File: src/hdl/hpc_pkg.sv
// Shared constants, register map and carrier types of the hub port power block.
package hpc_pkg;

	// ==========================================================================
	// Geometry and bus
	// ==========================================================================
	localparam int          NPORTS       = 4;
	localparam int          ADDR_W       = 8;
	localparam int          IRQ_W        = 5;
	localparam logic [1:0]  RESP_OKAY    = 2'h0;
	localparam logic [1:0]  RESP_SLVERR  = 2'h2;

	// ==========================================================================
	// Register offsets (byte addresses)
	// ==========================================================================
	localparam logic [7:0]  OFS_CTRL     = 8'h00;
	localparam logic [7:0]  OFS_STATUS   = 8'h04;
	localparam logic [7:0]  OFS_IRQ_STAT = 8'h08;
	localparam logic [7:0]  OFS_IRQ_MASK = 8'h0C;
	localparam logic [7:0]  OFS_IDS      = 8'h10;

	// ==========================================================================
	// Field positions of the status register and interrupt bits
	// ==========================================================================
	localparam int          ST_PWR_LSB   = 0;
	localparam int          ST_TRIP_LSB  = 4;
	localparam int          ST_ATT_LSB   = 8;
	localparam int          ST_LS_LSB    = 12;
	localparam int          ST_GANG      = 16;
	localparam int          ST_BUS_POWERED_SELECT    = 17;
	localparam int          ST_EXT_CONFIG_MEM_ENABLE_N_N  = 18;
	localparam int          ST_CFG_DONE  = 19;
	localparam int          IRQ_CFG_BIT  = 4;
	localparam int          IDS_VID_LSB  = 16;

	// ==========================================================================
	// Timing
	// ==========================================================================
	localparam int          CLK_PERIOD_NS   = 20;
	localparam int          OC_FILTER_NS    = 1000;
	localparam int          OC_FILTER_CYC   = (OC_FILTER_NS + CLK_PERIOD_NS - 1) / CLK_PERIOD_NS;
	localparam int          CFG_HALF_NS     = 5000;
	localparam int          CFG_HALF_CYC    = CFG_HALF_NS / CLK_PERIOD_NS;
	localparam logic [1:0]  STRAP_SETTLE    = 2'h3;
	localparam int          CFG_BITS        = 32;

	// Identifier values shown when no serial memory is used; values are arbitrary.
	localparam logic [15:0] DEFAULT_VID  = 16'h0001;
	localparam logic [15:0] DEFAULT_PID  = 16'h0002;

	// ==========================================================================
	// Carrier types
	// ==========================================================================
	typedef struct packed {
		logic ext_mem_n;
		logic gang;
		logic bus_pwr;
	} hpc_straps_t;

	typedef struct packed {
		logic [15:0] vendor_identifier;
		logic [15:0] product_identifier;
	} hpc_ids_t;

endpackage

File: src/hdl/hpc_cfg_reader.sv
// Serial configuration memory reader that fetches vendor and product identifiers.
module hpc_cfg_reader
	import hpc_pkg::*;
#(
	parameter int HALF_CYC = CFG_HALF_CYC
) (
	input  wire logic aclk,
	input  wire logic aresetn,
	input  wire logic start,
	input  wire logic mem_data_in,
	output logic      mem_clock_out,
	output logic      mem_clock_oe,
	output logic      mem_data_out,
	output logic      mem_data_oe,
	output hpc_ids_t  ids,
	output logic      done
);

	typedef enum logic [2:0] {RD_IDLE, RD_START, RD_BITS, RD_STOP, RD_END} hpc_rd_state_t;

	typedef struct packed {
		hpc_rd_state_t st;
		logic [15:0]   tick;
		logic [5:0]    nbit;
		logic [1:0]    phase;
		logic          d1;
		logic          d2;
		logic          clk_o;
		logic          clk_oe;
		logic          dat_o;
		logic          dat_oe;
		hpc_ids_t      shreg;
		logic          done;
	} hpc_rd_t;

	hpc_rd_t s;
	hpc_rd_t next_s;
	logic    half;

	// Every state except RD_IDLE advances on the half-period tick of the serial clock; RD_IDLE leaves on start.
	always_comb begin
		next_s      = s;
		next_s.d1   = mem_data_in;
		next_s.d2   = s.d1;
		next_s.done = 1'b0;
		half        = (s.tick >= 16'(HALF_CYC - 1));
		next_s.tick = half ? 16'h0000 : s.tick + 16'h0001;
		case (s.st)
			RD_IDLE: begin
				next_s.tick = 16'h0000;
				if (start) begin
					next_s.st     = RD_START;
					next_s.clk_o  = 1'b1;
					next_s.clk_oe = 1'b1;
					next_s.dat_o  = 1'b1;
					next_s.dat_oe = 1'b1;
					next_s.phase  = 2'h0;
				end
			end
			RD_START: if (half) begin
				// Data falls while the clock is high, then the clock drops.
				if (s.phase == 2'h0) begin
					next_s.dat_o = 1'b0;
					next_s.phase = 2'h1;
				end else begin
					next_s.clk_o  = 1'b0;
					next_s.dat_oe = 1'b0;
					next_s.nbit   = 6'h00;
					next_s.st     = RD_BITS;
				end
			end
			RD_BITS: if (half) begin
				next_s.clk_o = ~s.clk_o;
				if (s.clk_o) begin
					next_s.shreg = {s.shreg[CFG_BITS-2:0], s.d2};
					next_s.nbit  = s.nbit + 6'h01;
					if (s.nbit == 6'(CFG_BITS - 1)) begin
						next_s.st     = RD_STOP;
						next_s.dat_o  = 1'b0;
						next_s.dat_oe = 1'b1;
						next_s.phase  = 2'h0;
					end
				end
			end
			RD_STOP: if (half) begin
				if (s.phase == 2'h0) begin
					next_s.clk_o = 1'b1;
					next_s.phase = 2'h1;
				end else begin
					next_s.dat_o = 1'b1;
					next_s.st    = RD_END;
				end
			end
			RD_END: if (half) begin
				// Release both lines so another master may use the memory; the clock value is parked low too.
				next_s.clk_o  = 1'b0;
				next_s.clk_oe = 1'b0;
				next_s.dat_oe = 1'b0;
				next_s.done   = 1'b1;
				next_s.st     = RD_IDLE;
			end
			default: next_s.st = RD_IDLE;
		endcase
	end

	always_ff @(posedge aclk) begin
		if (!aresetn) begin
			s <= '0;
		end else begin
			s <= next_s;
		end
	end

	assign mem_clock_out = s.clk_o;
	assign mem_clock_oe  = s.clk_oe;
	assign mem_data_out  = s.dat_o;
	assign mem_data_oe   = s.dat_oe;
	assign ids           = s.shreg;
	assign done          = s.done;

endmodule

File: src/hdl/hpc_hub_power.sv
// Downstream port power, strap and identifier control of a four-port hub with an AXI4-Lite register slave.
//
// Overview of operation
// - Gang mode: all four power enables switch together as one group.
// - Gang mode: any over-current turns every downstream port off.
// - Per-port mode: each enable and over-current input acts on its own port.
// - Memory disabled: report the built-in default product identifier.
// - Memory disabled: memory clock pin is off, shared data pin reads gang select.
// - Memory enabled: shared pins are memory clock and data, identifiers come from memory.
// - Memory clock is a three-state output so the memory can be shared.
// - Memory data is bidirectional in memory mode, input only otherwise.
// - Bus-powered select high means bus-powered, low means self-powered.
// - Detect full or low speed per port and set its slew rate to match.
// - Power enables are active low push-pull outputs, never open drain.
// - Over-current inputs are active low and glitch filtered before use.
// - Active-low reset at power-up initialises all internal logic.
//
// Our own choices: the AXI4-Lite interface to the registers and the register offsets.
module hpc_hub_power
	import hpc_pkg::*;
#(
	parameter int NP       = NPORTS,
	parameter int FILT_CYC = OC_FILTER_CYC,
	parameter int HALF_CYC = CFG_HALF_CYC
) (
	input  wire logic              aclk,
	input  wire logic              aresetn,
	// AXI4-Lite slave.
	input  wire logic [ADDR_W-1:0] awaddr,
	input  wire logic              awvalid,
	output logic                   awready,
	input  wire logic [31:0]       wdata,
	input  wire logic [3:0]        wstrb,
	input  wire logic              wvalid,
	output logic                   wready,
	output logic [1:0]             bresp,
	output logic                   bvalid,
	input  wire logic              bready,
	input  wire logic [ADDR_W-1:0] araddr,
	input  wire logic              arvalid,
	output logic                   arready,
	output logic [31:0]            rdata,
	output logic [1:0]             rresp,
	output logic                   rvalid,
	input  wire logic              rready,
	output logic                   irq,
	// Straps and shared serial memory pins.
	input  wire logic              ext_config_mem_enable_n,
	input  wire logic              bus_powered_select,
	output logic                   cfg_mem_clock_o,
	output logic                   cfg_mem_clock_oe,
	input  wire logic              cfg_mem_data_i,
	output logic                   cfg_mem_data_o,
	output logic                   cfg_mem_data_oe,
	// Downstream port power and line state.
	output logic [NP-1:0]          port_power_enable_n,
	input  wire logic [NP-1:0]     overcurrent_n,
	input  wire logic [NP-1:0]     port_dp,
	input  wire logic [NP-1:0]     port_dm,
	output logic [NP-1:0]          port_slow_slew,
	output logic                   self_powered,
	output hpc_ids_t               ident
);

	// ==========================================================================
	// State
	// ==========================================================================
	typedef struct packed {
		logic [2:0]       strap_s1;
		logic [2:0]       strap_s2;
		logic [NP-1:0]    dp_s1;
		logic [NP-1:0]    dp_s2;
		logic [NP-1:0]    dm_s1;
		logic [NP-1:0]    dm_s2;
		logic [1:0]       settle;
		logic             strap_done;
		hpc_straps_t      straps;
		logic             cfg_start;
		logic             cfg_done;
		logic [NP-1:0]    req;
		logic [NP-1:0]    trip;
		logic [NP-1:0]    pwr_n;
		logic [NP-1:0]    attached;
		logic [NP-1:0]    low_speed;
		logic [IRQ_W-1:0] irq_stat;
		logic [IRQ_W-1:0] irq_mask;
		logic             irq;
		hpc_ids_t         ids;
		logic             self_pwr;
		logic             awready;
		logic             wready;
		logic [ADDR_W-1:0] aw_addr;
		logic [31:0]      w_data;
		logic [3:0]       w_strb;
		logic             bvalid;
		logic [1:0]       bresp;
		logic             arready;
		logic             rvalid;
		logic [31:0]      rdata;
		logic [1:0]       rresp;
	} hpc_state_t;

	hpc_state_t       s;
	hpc_state_t       next_s;
	logic [NP-1:0]    oc_active;
	logic [NP-1:0]    oc_rise;
	hpc_ids_t         mem_ids;
	logic             mem_done;
	logic             gang_oc;
	logic             gang_on;
	logic [IRQ_W-1:0] irq_evt;
	logic [IRQ_W-1:0] irq_clr;
	logic [31:0]      status;

	// Decodes a byte address onto one aligned register word.
	function automatic logic reg_hit(input logic [ADDR_W-1:0] addr, input logic [7:0] ofs);
		reg_hit = (addr[ADDR_W-1:2] == ofs[ADDR_W-1:2]);
	endfunction

	// Write-strobe aware merge of a narrow field into the low byte lane.
	function automatic logic [IRQ_W-1:0] lane0(input logic [3:0] strb, input logic [31:0] data);
		lane0 = strb[0] ? data[IRQ_W-1:0] : '0;
	endfunction

	// ==========================================================================
	// Submodules
	// ==========================================================================
	genvar gi;
	generate
		for (gi = 0; gi < NP; gi++) begin : g_oc
			hpc_oc_filter #(
				.FILT_CYC      (FILT_CYC)
			) u_filt (
				.aclk          (aclk),
				.aresetn       (aresetn),
				.overcurrent_n (overcurrent_n[gi]),
				.oc_active     (oc_active[gi]),
				.oc_rise       (oc_rise[gi])
			);
		end
	endgenerate

	// The reader only runs when the strap selected the serial memory.
	hpc_cfg_reader #(
		.HALF_CYC      (HALF_CYC)
	) u_reader (
		.aclk          (aclk),
		.aresetn       (aresetn),
		.start         (s.cfg_start),
		.mem_data_in   (cfg_mem_data_i),
		.mem_clock_out (cfg_mem_clock_o),
		.mem_clock_oe  (cfg_mem_clock_oe),
		.mem_data_out  (cfg_mem_data_o),
		.mem_data_oe   (cfg_mem_data_oe),
		.ids           (mem_ids),
		.done          (mem_done)
	);

	// ==========================================================================
	// Status word seen by software
	// ==========================================================================
	always_comb begin
		status                                 = 32'h0000_0000;
		status[ST_PWR_LSB +: NPORTS]           = ~s.pwr_n;
		status[ST_TRIP_LSB +: NPORTS]          = s.trip;
		status[ST_ATT_LSB +: NPORTS]           = s.attached;
		status[ST_LS_LSB +: NPORTS]            = s.low_speed;
		status[ST_GANG]                        = s.straps.gang;
		status[ST_BUS_POWERED_SELECT]                      = s.straps.bus_pwr;
		status[ST_EXT_CONFIG_MEM_ENABLE_N_N]                    = s.straps.ext_mem_n;
		status[ST_CFG_DONE]                    = s.cfg_done;
	end

	// ==========================================================================
	// Next-state logic
	// ==========================================================================
	always_comb begin
		next_s           = s;
		next_s.cfg_start = 1'b0;
		irq_clr          = '0;

		// Pins from the board pass two flip-flops before any logic reads them.
		next_s.strap_s1  = {ext_config_mem_enable_n, cfg_mem_data_i, bus_powered_select};
		next_s.strap_s2  = s.strap_s1;
		next_s.dp_s1     = port_dp;
		next_s.dp_s2     = s.dp_s1;
		next_s.dm_s1     = port_dm;
		next_s.dm_s2     = s.dm_s1;

		// Straps are taken once, after the synchronisers have filled.
		if (!s.strap_done) begin
			if (s.settle == STRAP_SETTLE) begin
				next_s.strap_done       = 1'b1;
				next_s.straps.ext_mem_n = s.strap_s2[2];
				next_s.straps.bus_pwr   = s.strap_s2[0];
				// Memory mode frees the shared pin, so gang select falls back to per-port.
				next_s.straps.gang      = s.strap_s2[2] & s.strap_s2[1];
				next_s.cfg_start        = ~s.strap_s2[2];
				next_s.self_pwr         = ~s.strap_s2[0];
			end else begin
				next_s.settle = s.settle + 2'h1;
			end
		end

		// Identifier source follows the memory strap.
		if (s.strap_done && s.straps.ext_mem_n && !s.cfg_done) begin
			next_s.ids.vendor_identifier = DEFAULT_VID;
			next_s.ids.product_identifier = DEFAULT_PID;
			next_s.cfg_done = 1'b1;
		end
		if (mem_done) begin
			next_s.ids      = mem_ids;
			next_s.cfg_done = 1'b1;
		end

		// Line state of each port: idle J on D+ means full speed, on D- low speed.
		for (int i = 0; i < NP; i++) begin
			next_s.attached[i]  = s.dp_s2[i] ^ s.dm_s2[i];
			if (s.dp_s2[i] ^ s.dm_s2[i]) begin
				next_s.low_speed[i] = s.dm_s2[i];
			end
		end

		// Trip flags: a new over-current wins over a release in the same cycle.
		gang_oc = |oc_rise;
		for (int i = 0; i < NP; i++) begin
			if (s.straps.gang) begin
				if (!s.req[0]) begin
					next_s.trip[i] = 1'b0;
				end
				if (gang_oc) begin
					next_s.trip[i] = 1'b1;
				end
			end else begin
				if (!s.req[i]) begin
					next_s.trip[i] = 1'b0;
				end
				if (oc_rise[i]) begin
					next_s.trip[i] = 1'b1;
				end
			end
		end

		// Power enables, driven low to switch a port on, always actively driven.
		gang_on = s.req[0] & ~(|s.trip) & ~(|oc_active);
		for (int i = 0; i < NP; i++) begin
			if (!s.strap_done) begin
				next_s.pwr_n[i] = 1'b1;
			end else if (s.straps.gang) begin
				next_s.pwr_n[i] = ~gang_on;
			end else begin
				next_s.pwr_n[i] = ~(s.req[i] & ~s.trip[i] & ~oc_active[i]);
			end
		end

		// Write channel: address and data may arrive in either order.
		if (s.awready && awvalid) begin
			next_s.awready = 1'b0;
			next_s.aw_addr = awaddr;
		end
		if (s.wready && wvalid) begin
			next_s.wready = 1'b0;
			next_s.w_data = wdata;
			next_s.w_strb = wstrb;
		end
		if (!s.awready && !s.wready && !s.bvalid) begin
			next_s.bvalid = 1'b1;
			next_s.bresp  = RESP_OKAY;
			if (reg_hit(s.aw_addr, OFS_CTRL)) begin
				if (s.w_strb[0]) begin
					next_s.req = s.w_data[NP-1:0];
				end
			end else if (reg_hit(s.aw_addr, OFS_IRQ_STAT)) begin
				irq_clr = lane0(s.w_strb, s.w_data);
			end else if (reg_hit(s.aw_addr, OFS_IRQ_MASK)) begin
				if (s.w_strb[0]) begin
					next_s.irq_mask = s.w_data[IRQ_W-1:0];
				end
			end else if (!reg_hit(s.aw_addr, OFS_STATUS) && !reg_hit(s.aw_addr, OFS_IDS)) begin
				next_s.bresp = RESP_SLVERR;
			end
		end
		if (s.bvalid && bready) begin
			next_s.bvalid  = 1'b0;
			next_s.awready = 1'b1;
			next_s.wready  = 1'b1;
		end

		// Read channel: one cycle from address to data.
		if (s.arready && arvalid) begin
			next_s.arready = 1'b0;
			next_s.rvalid  = 1'b1;
			next_s.rresp   = RESP_OKAY;
			next_s.rdata   = 32'h0000_0000;
			if (reg_hit(araddr, OFS_CTRL)) begin
				next_s.rdata[NP-1:0] = s.req;
			end else if (reg_hit(araddr, OFS_STATUS)) begin
				next_s.rdata = status;
			end else if (reg_hit(araddr, OFS_IRQ_STAT)) begin
				next_s.rdata[IRQ_W-1:0] = s.irq_stat;
			end else if (reg_hit(araddr, OFS_IRQ_MASK)) begin
				next_s.rdata[IRQ_W-1:0] = s.irq_mask;
			end else if (reg_hit(araddr, OFS_IDS)) begin
				next_s.rdata = {s.ids.vendor_identifier, s.ids.product_identifier};
			end else begin
				next_s.rresp = RESP_SLVERR;
			end
		end
		if (s.rvalid && rready) begin
			next_s.rvalid  = 1'b0;
			next_s.arready = 1'b1;
		end

		// Sticky events: over-current per port and identifier load complete.
		irq_evt                = '0;
		irq_evt[NP-1:0]        = oc_rise;
		irq_evt[IRQ_CFG_BIT]   = ~s.cfg_done & next_s.cfg_done;
		next_s.irq_stat        = (s.irq_stat & ~irq_clr) | irq_evt;
		next_s.irq             = |(next_s.irq_stat & next_s.irq_mask);
	end

	// ==========================================================================
	// Registers
	// ==========================================================================
	// Synchronous reset leaves all ports off and the bus ready to accept.
	always_ff @(posedge aclk) begin
		if (!aresetn) begin
			s         <= '0;
			s.pwr_n   <= '1;
			s.awready <= 1'b1;
			s.wready  <= 1'b1;
			s.arready <= 1'b1;
		end else begin
			s <= next_s;
		end
	end

	// ==========================================================================
	// Outputs
	// ==========================================================================
	assign awready             = s.awready;
	assign wready              = s.wready;
	assign bvalid              = s.bvalid;
	assign bresp               = s.bresp;
	assign arready             = s.arready;
	assign rvalid              = s.rvalid;
	assign rdata               = s.rdata;
	assign rresp               = s.rresp;
	assign irq                 = s.irq;
	assign port_power_enable_n = s.pwr_n;
	assign port_slow_slew      = s.low_speed;
	assign self_powered        = s.self_pwr;
	assign ident               = s.ids;

endmodule

File: src/hdl/hpc_oc_filter.sv
// Over-current input synchroniser and glitch filter for one downstream port.
module hpc_oc_filter
	import hpc_pkg::*;
#(
	parameter int FILT_CYC = OC_FILTER_CYC
) (
	input  wire logic aclk,
	input  wire logic aresetn,
	input  wire logic overcurrent_n,
	output logic      oc_active,
	output logic      oc_rise
);

	typedef struct packed {
		logic        s1;
		logic        s2;
		logic [15:0] count;
		logic        level;
		logic        rise;
	} hpc_filt_t;

	hpc_filt_t s;
	hpc_filt_t next_s;

	// A new level is accepted only after it has held for the whole filter time.
	always_comb begin
		next_s      = s;
		next_s.s1   = ~overcurrent_n;
		next_s.s2   = s.s1;
		next_s.rise = 1'b0;
		if (s.s2 == s.level) begin
			next_s.count = 16'h0000;
		end else if (s.count >= 16'(FILT_CYC - 1)) begin
			next_s.count = 16'h0000;
			next_s.level = s.s2;
			next_s.rise  = s.s2;
		end else begin
			next_s.count = s.count + 16'h0001;
		end
	end

	// Synchronous reset clears the filter to the idle level.
	always_ff @(posedge aclk) begin
		if (!aresetn) begin
			s <= '0;
		end else begin
			s <= next_s;
		end
	end

	assign oc_active = s.level;
	assign oc_rise   = s.rise;

endmodule

File: config.mk
export PLATFORM = sky130hd
export DESIGN_NAME = hpc_hub_power
export DESIGN_NICKNAME = d
export VERILOG_FILES = /design/src/hdl/hpc_pkg.sv /design/src/hdl/hpc_cfg_reader.sv /design/src/hdl/hpc_hub_power.sv /design/src/hdl/hpc_oc_filter.sv
export SDC_FILE = /design/constraint.sdc
export NUM_CORES = 1
export LEC_CHECK = 0
export BUFFER_PORTS_ARGS = -buffer_cell sky130_fd_sc_hd__buf_2
export CORE_MARGIN = 2
export CORE_UTILIZATION = 61
export DETAILED_ROUTE_END_ITERATION = 16
export PLACE_DENSITY_LB_ADDON = 0.3
export REMOVE_ABC_BUFFERS = 1
export SYNTH_ARGS = -nofsm -noshare
export SYNTH_HDL_FRONTEND = slang
export SYNTH_SLANG_ARGS = --single-unit
File: constraint.sdc
create_clock -name aclk -period 6.1 [get_ports aclk]
set_input_delay 0.61 -clock aclk [delete_from_list [all_inputs] [get_ports aclk]]
set_output_delay 0.61 -clock aclk [all_outputs]
set_load 0.01 [all_outputs]
==> impl_results.md, run 1 <==
* CP max FO at 34
* CTS resizes at 0
* Row count at 48
* GR Util All Layers at 22.72%
* TritonCTS clock tree: done
* Post-place instance area at 11100 µm²
* Dpl hpwl at 13.68 mm
* Synth cell types at 59
* Worst vdd ir at 0.2660 mV
* Sw Share at 21.00%
* H-tree Lvls at 1
* Drt pass-1 iters at 7
* P&R area growth vs syn at 13.16%
* Syn Area/Cell at 9.184 µm²
* Area leader, netlist: dfxtp_1
* Gpl congestion at 0.8775
* Ys Warns at 0
* R2r setup slk at 3.20 ns
* Prevailing post-synth register cell: dfxtp_1
* Worst r2r src: u_reader.s[48]$_SDFF_PP0_
* CTS Buffer Depth at 3
* Hold depth at 2
* Power per standard cell area at 341.3 nW/µm²
* Maximum Capacitance Violations at 0
* Worst slew pin tran at 1.178 ns
* Layout cell share with drive strength beyond 1 at 15.94%
* Commonest non-fill, non-tap cell in the layout: dfxtp_1
* Post-CTS setup buffers at 0
* Clock-pin transition on the worst setup and hold timing paths at 0.06 ns
* RSZ-0062 raised after global routing: no
* Max-slew headroom at 21.48%
* Most frequent cells in the layout: 288 x dfxtp_1, 139 x nand2_1, 124 x nor2_1, 124 x buf_2, 99 x a21oi_1
* Fin crit period at 2.905 ns
* Mapped cell area at 10750 µm²
* Design Area, Final at 12160 µm²
* DRC at 0
* Synth async-reset ratio at 0%
* Setup_tns at 0 ns
* Initial antenna violation count at 0
* Synth Instances at 1170
* Slew Limit Fails at 0
* Port bufs at 124
* Overall power at 4.150 mW
* Min Hold Slack at 0.2400 ns
* Clock Skew at 0.008646 ns
* Seq pwr share at 48.3%
* Die Ht at 136.7 µm
* Status: finished, final reports clean
* Worst Path Buf+Inv at 1
* Hold Crit Endpoint: g_oc[0].u_filt.next_s[18]$_SDFF_PN0_
* Largest net degree at the start of global routing at 66
* Psw at 871.3 µW
* Vias in the first global route at 7327
* Antenna viol nets, final at 0
* Max incr delay on CP at 0.91 ns
* Synthesis-stage register bit count at 288
* Area share of the largest cell type after synthesis at 53.66%
* Clock Latency Late Sink at 0.53 ns
* CP Cell Sequence: inv_1 > ha_1 > or3b_1 > nand4_1 > and2_4 > or3_1 > a21oi_1 > mux2_2
* Required time at the worst-slack endpoint at 6.51 ns
* Top delay family on crit path: simple AND/OR/NAND/NOR gates
* Sequential area share after synthesis at 53.66%
* Setup ws final at 3.195 ns
* Wire per inst at 14.47 µm
* Clock share of power at 46.4%
* NumNets Final at 1337
* Comb pwr share at 5.3%
* Worst Path Arrival at 3.31 ns
* Hold path start: overcurrent_n[0]
* Pint at 3.279 mW
* Tcrit/Tclk final at 47.62%
* Hold Crit Class: input port to flip-flop
* Final Hold Fails at 0
* Top Ports at 161
* Top post-synthesis cells by area: dfxtp_1 54%, buf_4 5.4%, nand2_1 4.9%
* CP max-delay cell: or3_1
* Final setup vio count at 0
* Setup crit start kind: flip-flop
* Cts bufs inserted at 28
* CTS sink cnt at 288
* CP endpoint kind: flip-flop
* First DRT Iteration DRCs at 559
* Die Width at 136.7 µm
* P_leak at 4.950 nW
* Core ar. at 17240 µm²
* Antenna diode count at 0
* Number of hold buffers added after cts at 0
* Post-synth EDFFs at 0
* Worst reg2reg path endpoint: u_reader.mem_data_oe$_SDFFE_PN0P_
* Die Area at 18690 µm²
* Vias at 8031
* Grt ovf at 0
* Achievable Freq at 344.2 MHz
* Global-route wire length before repair at 34.80 mm
* Setup Crit Path Kind: flip-flop to flip-flop
* Filler cell count in the final layout at 1292
* Root Buffer: clkbuf_16
* Starting Density at 62.34%
* Total wire length at 21.58 mm
* Place WS at 3.204 ns
* Vias per inst at 5.383
* FF-to-FF path depth at 8
## area by class of cell
| cell class | count | area [µm²] | share of cell area [%] |
|---|---|---|---|
| repair buffers | 134 | 695.7 | 5.721 |
| inverters | 31 | 118.9 | 0.9776 |
| flip-flops and latches | 288 | 5766 | 47.42 |
| multi-input cells | 763 | 4235 | 34.83 |
| clock buffers | 39 | 823.3 | 6.771 |
| well taps | 225 | 281.5 | 2.315 |
| clock inverters | 12 | 239.0 | 1.965 |
## cell families after synthesis
family / after synthesis / share of synthesized area (%)
adders and majority gates: 17 / 1.979
xor gates and xnor gates: 32 / 2.608
other: 1 / 0.03490
DFF: 288 / 53.66
buffers and inverters: 168 / 8.756
AOI/OAI and AO/OA: 213 / 12.26
and+or+nand+nor: 434 / 19.04
muxes: 17 / 1.665
## Yosys cell counts (all sizes together), types with 8 or more instances
| cell type | number |
|---|---|
| nor3 | 28 |
| buf | 89 |
| ha | 17 |
| a21oi | 99 |
| clkbuf | 48 |
| a22oi | 34 |
| nand3 | 45 |
| nor2 | 125 |
| nor3b | 9 |
| xor2 | 19 |
| a221oi | 17 |
| dfxtp | 288 |
| nand2b | 11 |
| inv | 31 |
| nor4 | 11 |
| o21ai | 23 |
| and3 | 8 |
| xnor2 | 13 |
| mux2i | 10 |
| and2 | 33 |
| nand2 | 139 |
## registers in the layout, summed over array words and instances, names as in the netlist, 11 cells and up
register       cells
next_s            11
u_reader.s        26
u_reader.ids      32
ident             32
s                 53
g_oc.u_filt.s     68
rdata             32
## worst max-delay path by stage
stage,start,end,slack [ns],cells past startpoint
4_1_cts,u_reader.s[48]$_SDFF_PP0_,u_reader.mem_data_oe$_SDFFE_PN0P_,3.20,8
3_3_place_gp,u_reader.s[48]$_SDFF_PP0_,u_reader.mem_data_oe$_SDFFE_PN0P_,3.23,8
3_5_place_dp,u_reader.s[48]$_SDFF_PP0_,u_reader.mem_data_oe$_SDFFE_PN0P_,3.20,8
6_report,u_reader.s[48]$_SDFF_PP0_,u_reader.mem_data_oe$_SDFFE_PN0P_,3.20,8
5_1_grt,u_reader.s[48]$_SDFF_PP0_,u_reader.mem_data_oe$_SDFFE_PN0P_,2.98,8
2_1_floorplan,aresetn,u_reader.mem_data_oe$_SDFFE_PN0P_,2.66,3
## power by group through the flow
stage	sequential (mW)	clock, mW	combinational (mW)
2_1_floorplan	2.04	0	0.131
3_3_place_gp	2.04	0	0.214
3_5_place_dp	2.05	0	0.219
4_1_cts	2.00	1.95	0.220
5_1_grt	2.01	2.03	0.246
6_report	2.01	1.92	0.221
## layer usage
layer,GRT usage (%),part of all wire [%],vias to the layer above
li1,-,-,4008
met4,6.366,2.0,0
met1,28.35,43,3765
met3,4.741,6.1,40
met5,0,0,-
met2,39.72,49,218
## metrics by stage
| step | instances | utilization (%) |
|---|---|---|
| detailed placement | 1441 | 64.38 |
| global route | 1492 | 70.54 |
| finish | 1492 | 70.54 |
| CTS | 1492 | 70.54 |
| global placement | 1441 | 64.38 |
| floorplan | 1082 | - |
Note: power is estimated with default switching activity, not from simulation.
==> inputs of run 2 (changes only) <==
Settings changed: CORE_UTILIZATION 61 to 51.
Clock period 6.1 ns to 2.6 ns, I/O delays scaled along.
==> run 2 against run 1 <==
Clock skew grew 0.0093 ns. Power increased by 130%. Worst setup slack lost 2.8 ns. Sequential share of layout area down 1.3 points. Register-to-register slack got worse by 2.8 ns. Die area up 19%. Global-route usage decreased by 3.2 points. Cell count up 6.1%. Core utilization decreased by 11 points. Fmax is 30% higher. Critical path type unchanged.
==> impl_results.md, run 2 (synthesis gave the netlist of run 1 again) <==
* Wire per inst at 13.99 µm (-3.3%)
* Biggest register: g_oc.u_filt.s
* Post-CTS setup buffers at 0 (unchanged)
* Power per standard cell area at 749.2 nW/µm² (+120%)
* Cell Count, Final, Fillers Out at 1583 (+6.1%)
* H-tree Lvls at 1 (unchanged)
* P_leak at 5.080 nW (+2.6%)
* Met3 Use GR at 4.159% (-0.58 points)
* Cts bufs inserted at 29 (+3.6%)
* Slew Limit Fails at 0 (unchanged)
* Setup crit start kind: flip-flop
* Layout cell share with drive strength beyond 1 at 16.14% (+0.20 points)
* Largest net degree at the start of global routing at 72 (+9.1%)
* Worst Path Arrival at 2.62 ns (-0.69 ns)
* Starting Density at 51.60% (-11 points)
* Hold Crit Class: input port to flip-flop
* CP max FO at 33 (-2.9%)
* Most Crowded Layer GR: met2
* RSZ-0062 raised after global routing: no
* Worst vdd ir at 0.4889 mV (+84%)
* Final setup vio count at 0 (unchanged)
* Port bufs at 124 (unchanged)
* Design Area, Final at 12500 µm² (+2.8%)
* Top Ports at 161 (unchanged)
* CTS Buffer Depth at 3 (unchanged)
* Total wire length at 22.15 mm (+2.6%)
* CTS resizes at 0 (unchanged)
* Die Width at 149.2 µm (+9.1%)
* Max incr delay on CP at 0.39 ns (-0.52 ns)
* Root Buffer: clkbuf_16
* Met1 Track Usage GR at 24.18% (-4.2 points)
* TritonCTS clock tree: done
* P&R area growth vs syn at 16.34%
* Grt ovf at 0 (unchanged)
* Global-route wire length before repair at 35.84 mm (+3.0%)
* Largest regs: g_oc.u_filt.s (68), s (53)
* CP max-delay cell: dfxtp_1
* CP endpoint kind: flip-flop
* Status: finished, final reports clean
* Max reg flops at 68 (unchanged)
* Die Area at 22250 µm² (+19%)
* CTS sink cnt at 288 (unchanged)
* Core ar. at 20820 µm² (+21%)
* Filler cell count in the final layout at 1826 (+41%)
* Most frequent cells in the layout: 288 x dfxtp_1, 139 x nand2_1, 124 x nor2_1, 124 x buf_2, 99 x a21oi_1
* Setup Crit Path Kind: flip-flop to flip-flop
* Max-slew headroom at 47.26% (+26 points)
* First DRT Iteration DRCs at 389 (-30%)
* Initial antenna violation count at 0 (unchanged)
* Top delay family on crit path: simple AND/OR/NAND/NOR gates
* Drt pass-1 iters at 5 (-2)
* Vias in the first global route at 7518 (+2.6%)
* Commonest non-fill, non-tap cell in the layout: dfxtp_1
* Clock Latency Late Sink at 0.54 ns (about the same)
* Vias per inst at 5.112 (-5.0%)
* Fin crit period at 2.229 ns (-0.6762 ns)
* DRC at 0 (unchanged)
* Met2 Use GR at 33.80% (-5.9 points)
* Tcrit/Tclk final at 85.72% (+38 points)
* Clock-pin transition on the worst setup and hold timing paths at 0.06 ns (about the same)
* GR Util All Layers at 19.50% (-3.2 points)
* Die Ht at 149.2 µm (+9.1%)
* Final Hold Fails at 0 (unchanged)
* Maximum Capacitance Violations at 0 (unchanged)
* Gpl congestion at 0.8051 (-8.3%)
* Required time at the worst-slack endpoint at 2.99 ns (-3.52 ns)
* Antenna viol nets, final at 0 (unchanged)
* Dpl hpwl at 14.55 mm (+6.3%)
* Worst slew pin tran at 0.7911 ns (-0.3866 ns)
* Post-place instance area at 11240 µm² (+1.3%)
* Setup_tns at 0 ns (unchanged)
* Achievable Freq at 448.7 MHz (+30%)
* Worst Path Buf+Inv at 2 (+1)
* Vias at 8092 (+0.76%)
* Final Core Density at 60.03% (-11 points)
* CP Cell Sequence: inv_1 > ha_1 > or3b_1 > nand4_1 > and2_4 > or3_1 > buf_4 > nand2_1 > a21oi_1
* Clock Skew at 0.01799 ns (+0.009339 ns)
* Min Hold Slack at 0.03195 ns (-0.2080 ns)
* NumNets Final at 1377 (+3.0%)
* Row count at 53 (+10%)
* Placed cells at 1500 (+4.1%)
## run 2: report_power, final
group	switching, mW	internal, mW	leakage, nW
Sequential	0.127	4.58	2.35
Combinational	0.310	0.251	2.24
Clock	1.63	2.46	0.481
## run 2: per-stage QoR
step | total power, mW | setup WS [ns]
floorplan | 5.102 | -0.4899
finish | 9.365 | 0.3713
global route | 9.737 | 0.2094
detailed placement | 5.329 | 0.4044
global placement | 5.316 | 0.4482
CTS | 9.460 | 0.3989
## run 2: routing by layer
layer	wire (µm)	vias up
li1	-	4085
met1	9793	3765
met4	608	0
met5	0	-
met2	10610	185
met3	1136	57
## run 2: final timing paths
check	cells after the start	slack (ns)	start	end
setup / recovery	9	0.37	u_reader.s[47]$_SDFF_PP0_	u_reader.ids[6]$_SDFFE_PN0P_
hold / removal	3	0.03	arvalid	arready$_SDFFE_PP1P_
setup reg to reg	9	0.37	u_reader.s[47]$_SDFF_PP0_	u_reader.ids[6]$_SDFFE_PN0P_
hold reg to reg	1	0.41	next_s[173]$_SDFF_PN0_	s[173]$_SDFF_PN0_
## run 2: what timing repair did
item                                    4_1_cts  5_1_grt
hold buffers                                 30        0
endpoints found under the setup margin        0        0
endpoints found under the hold margin        31        0
## run 2: cell type report
| type | instances | area [µm²] | share of cell area (%) |
|---|---|---|---|
| tap | 275 | 344.1 | 2.752 |
| clock inverter | 10 | 103.9 | 0.8308 |
| timing repair buffer | 173 | 1076 | 8.608 |
| inverter | 31 | 118.9 | 0.9509 |
| clock buffer | 42 | 854.6 | 6.836 |
| multi-input combinational | 763 | 4235 | 33.88 |
| antenna | 1 | 2.502 | 0.02002 |
| sequential | 288 | 5766 | 46.12 |
## run 2: tightest hold or removal path, stage by stage
cell and delay [ns]:
buf_2 0.11, inv_1 0.05, a221o_1 0.12
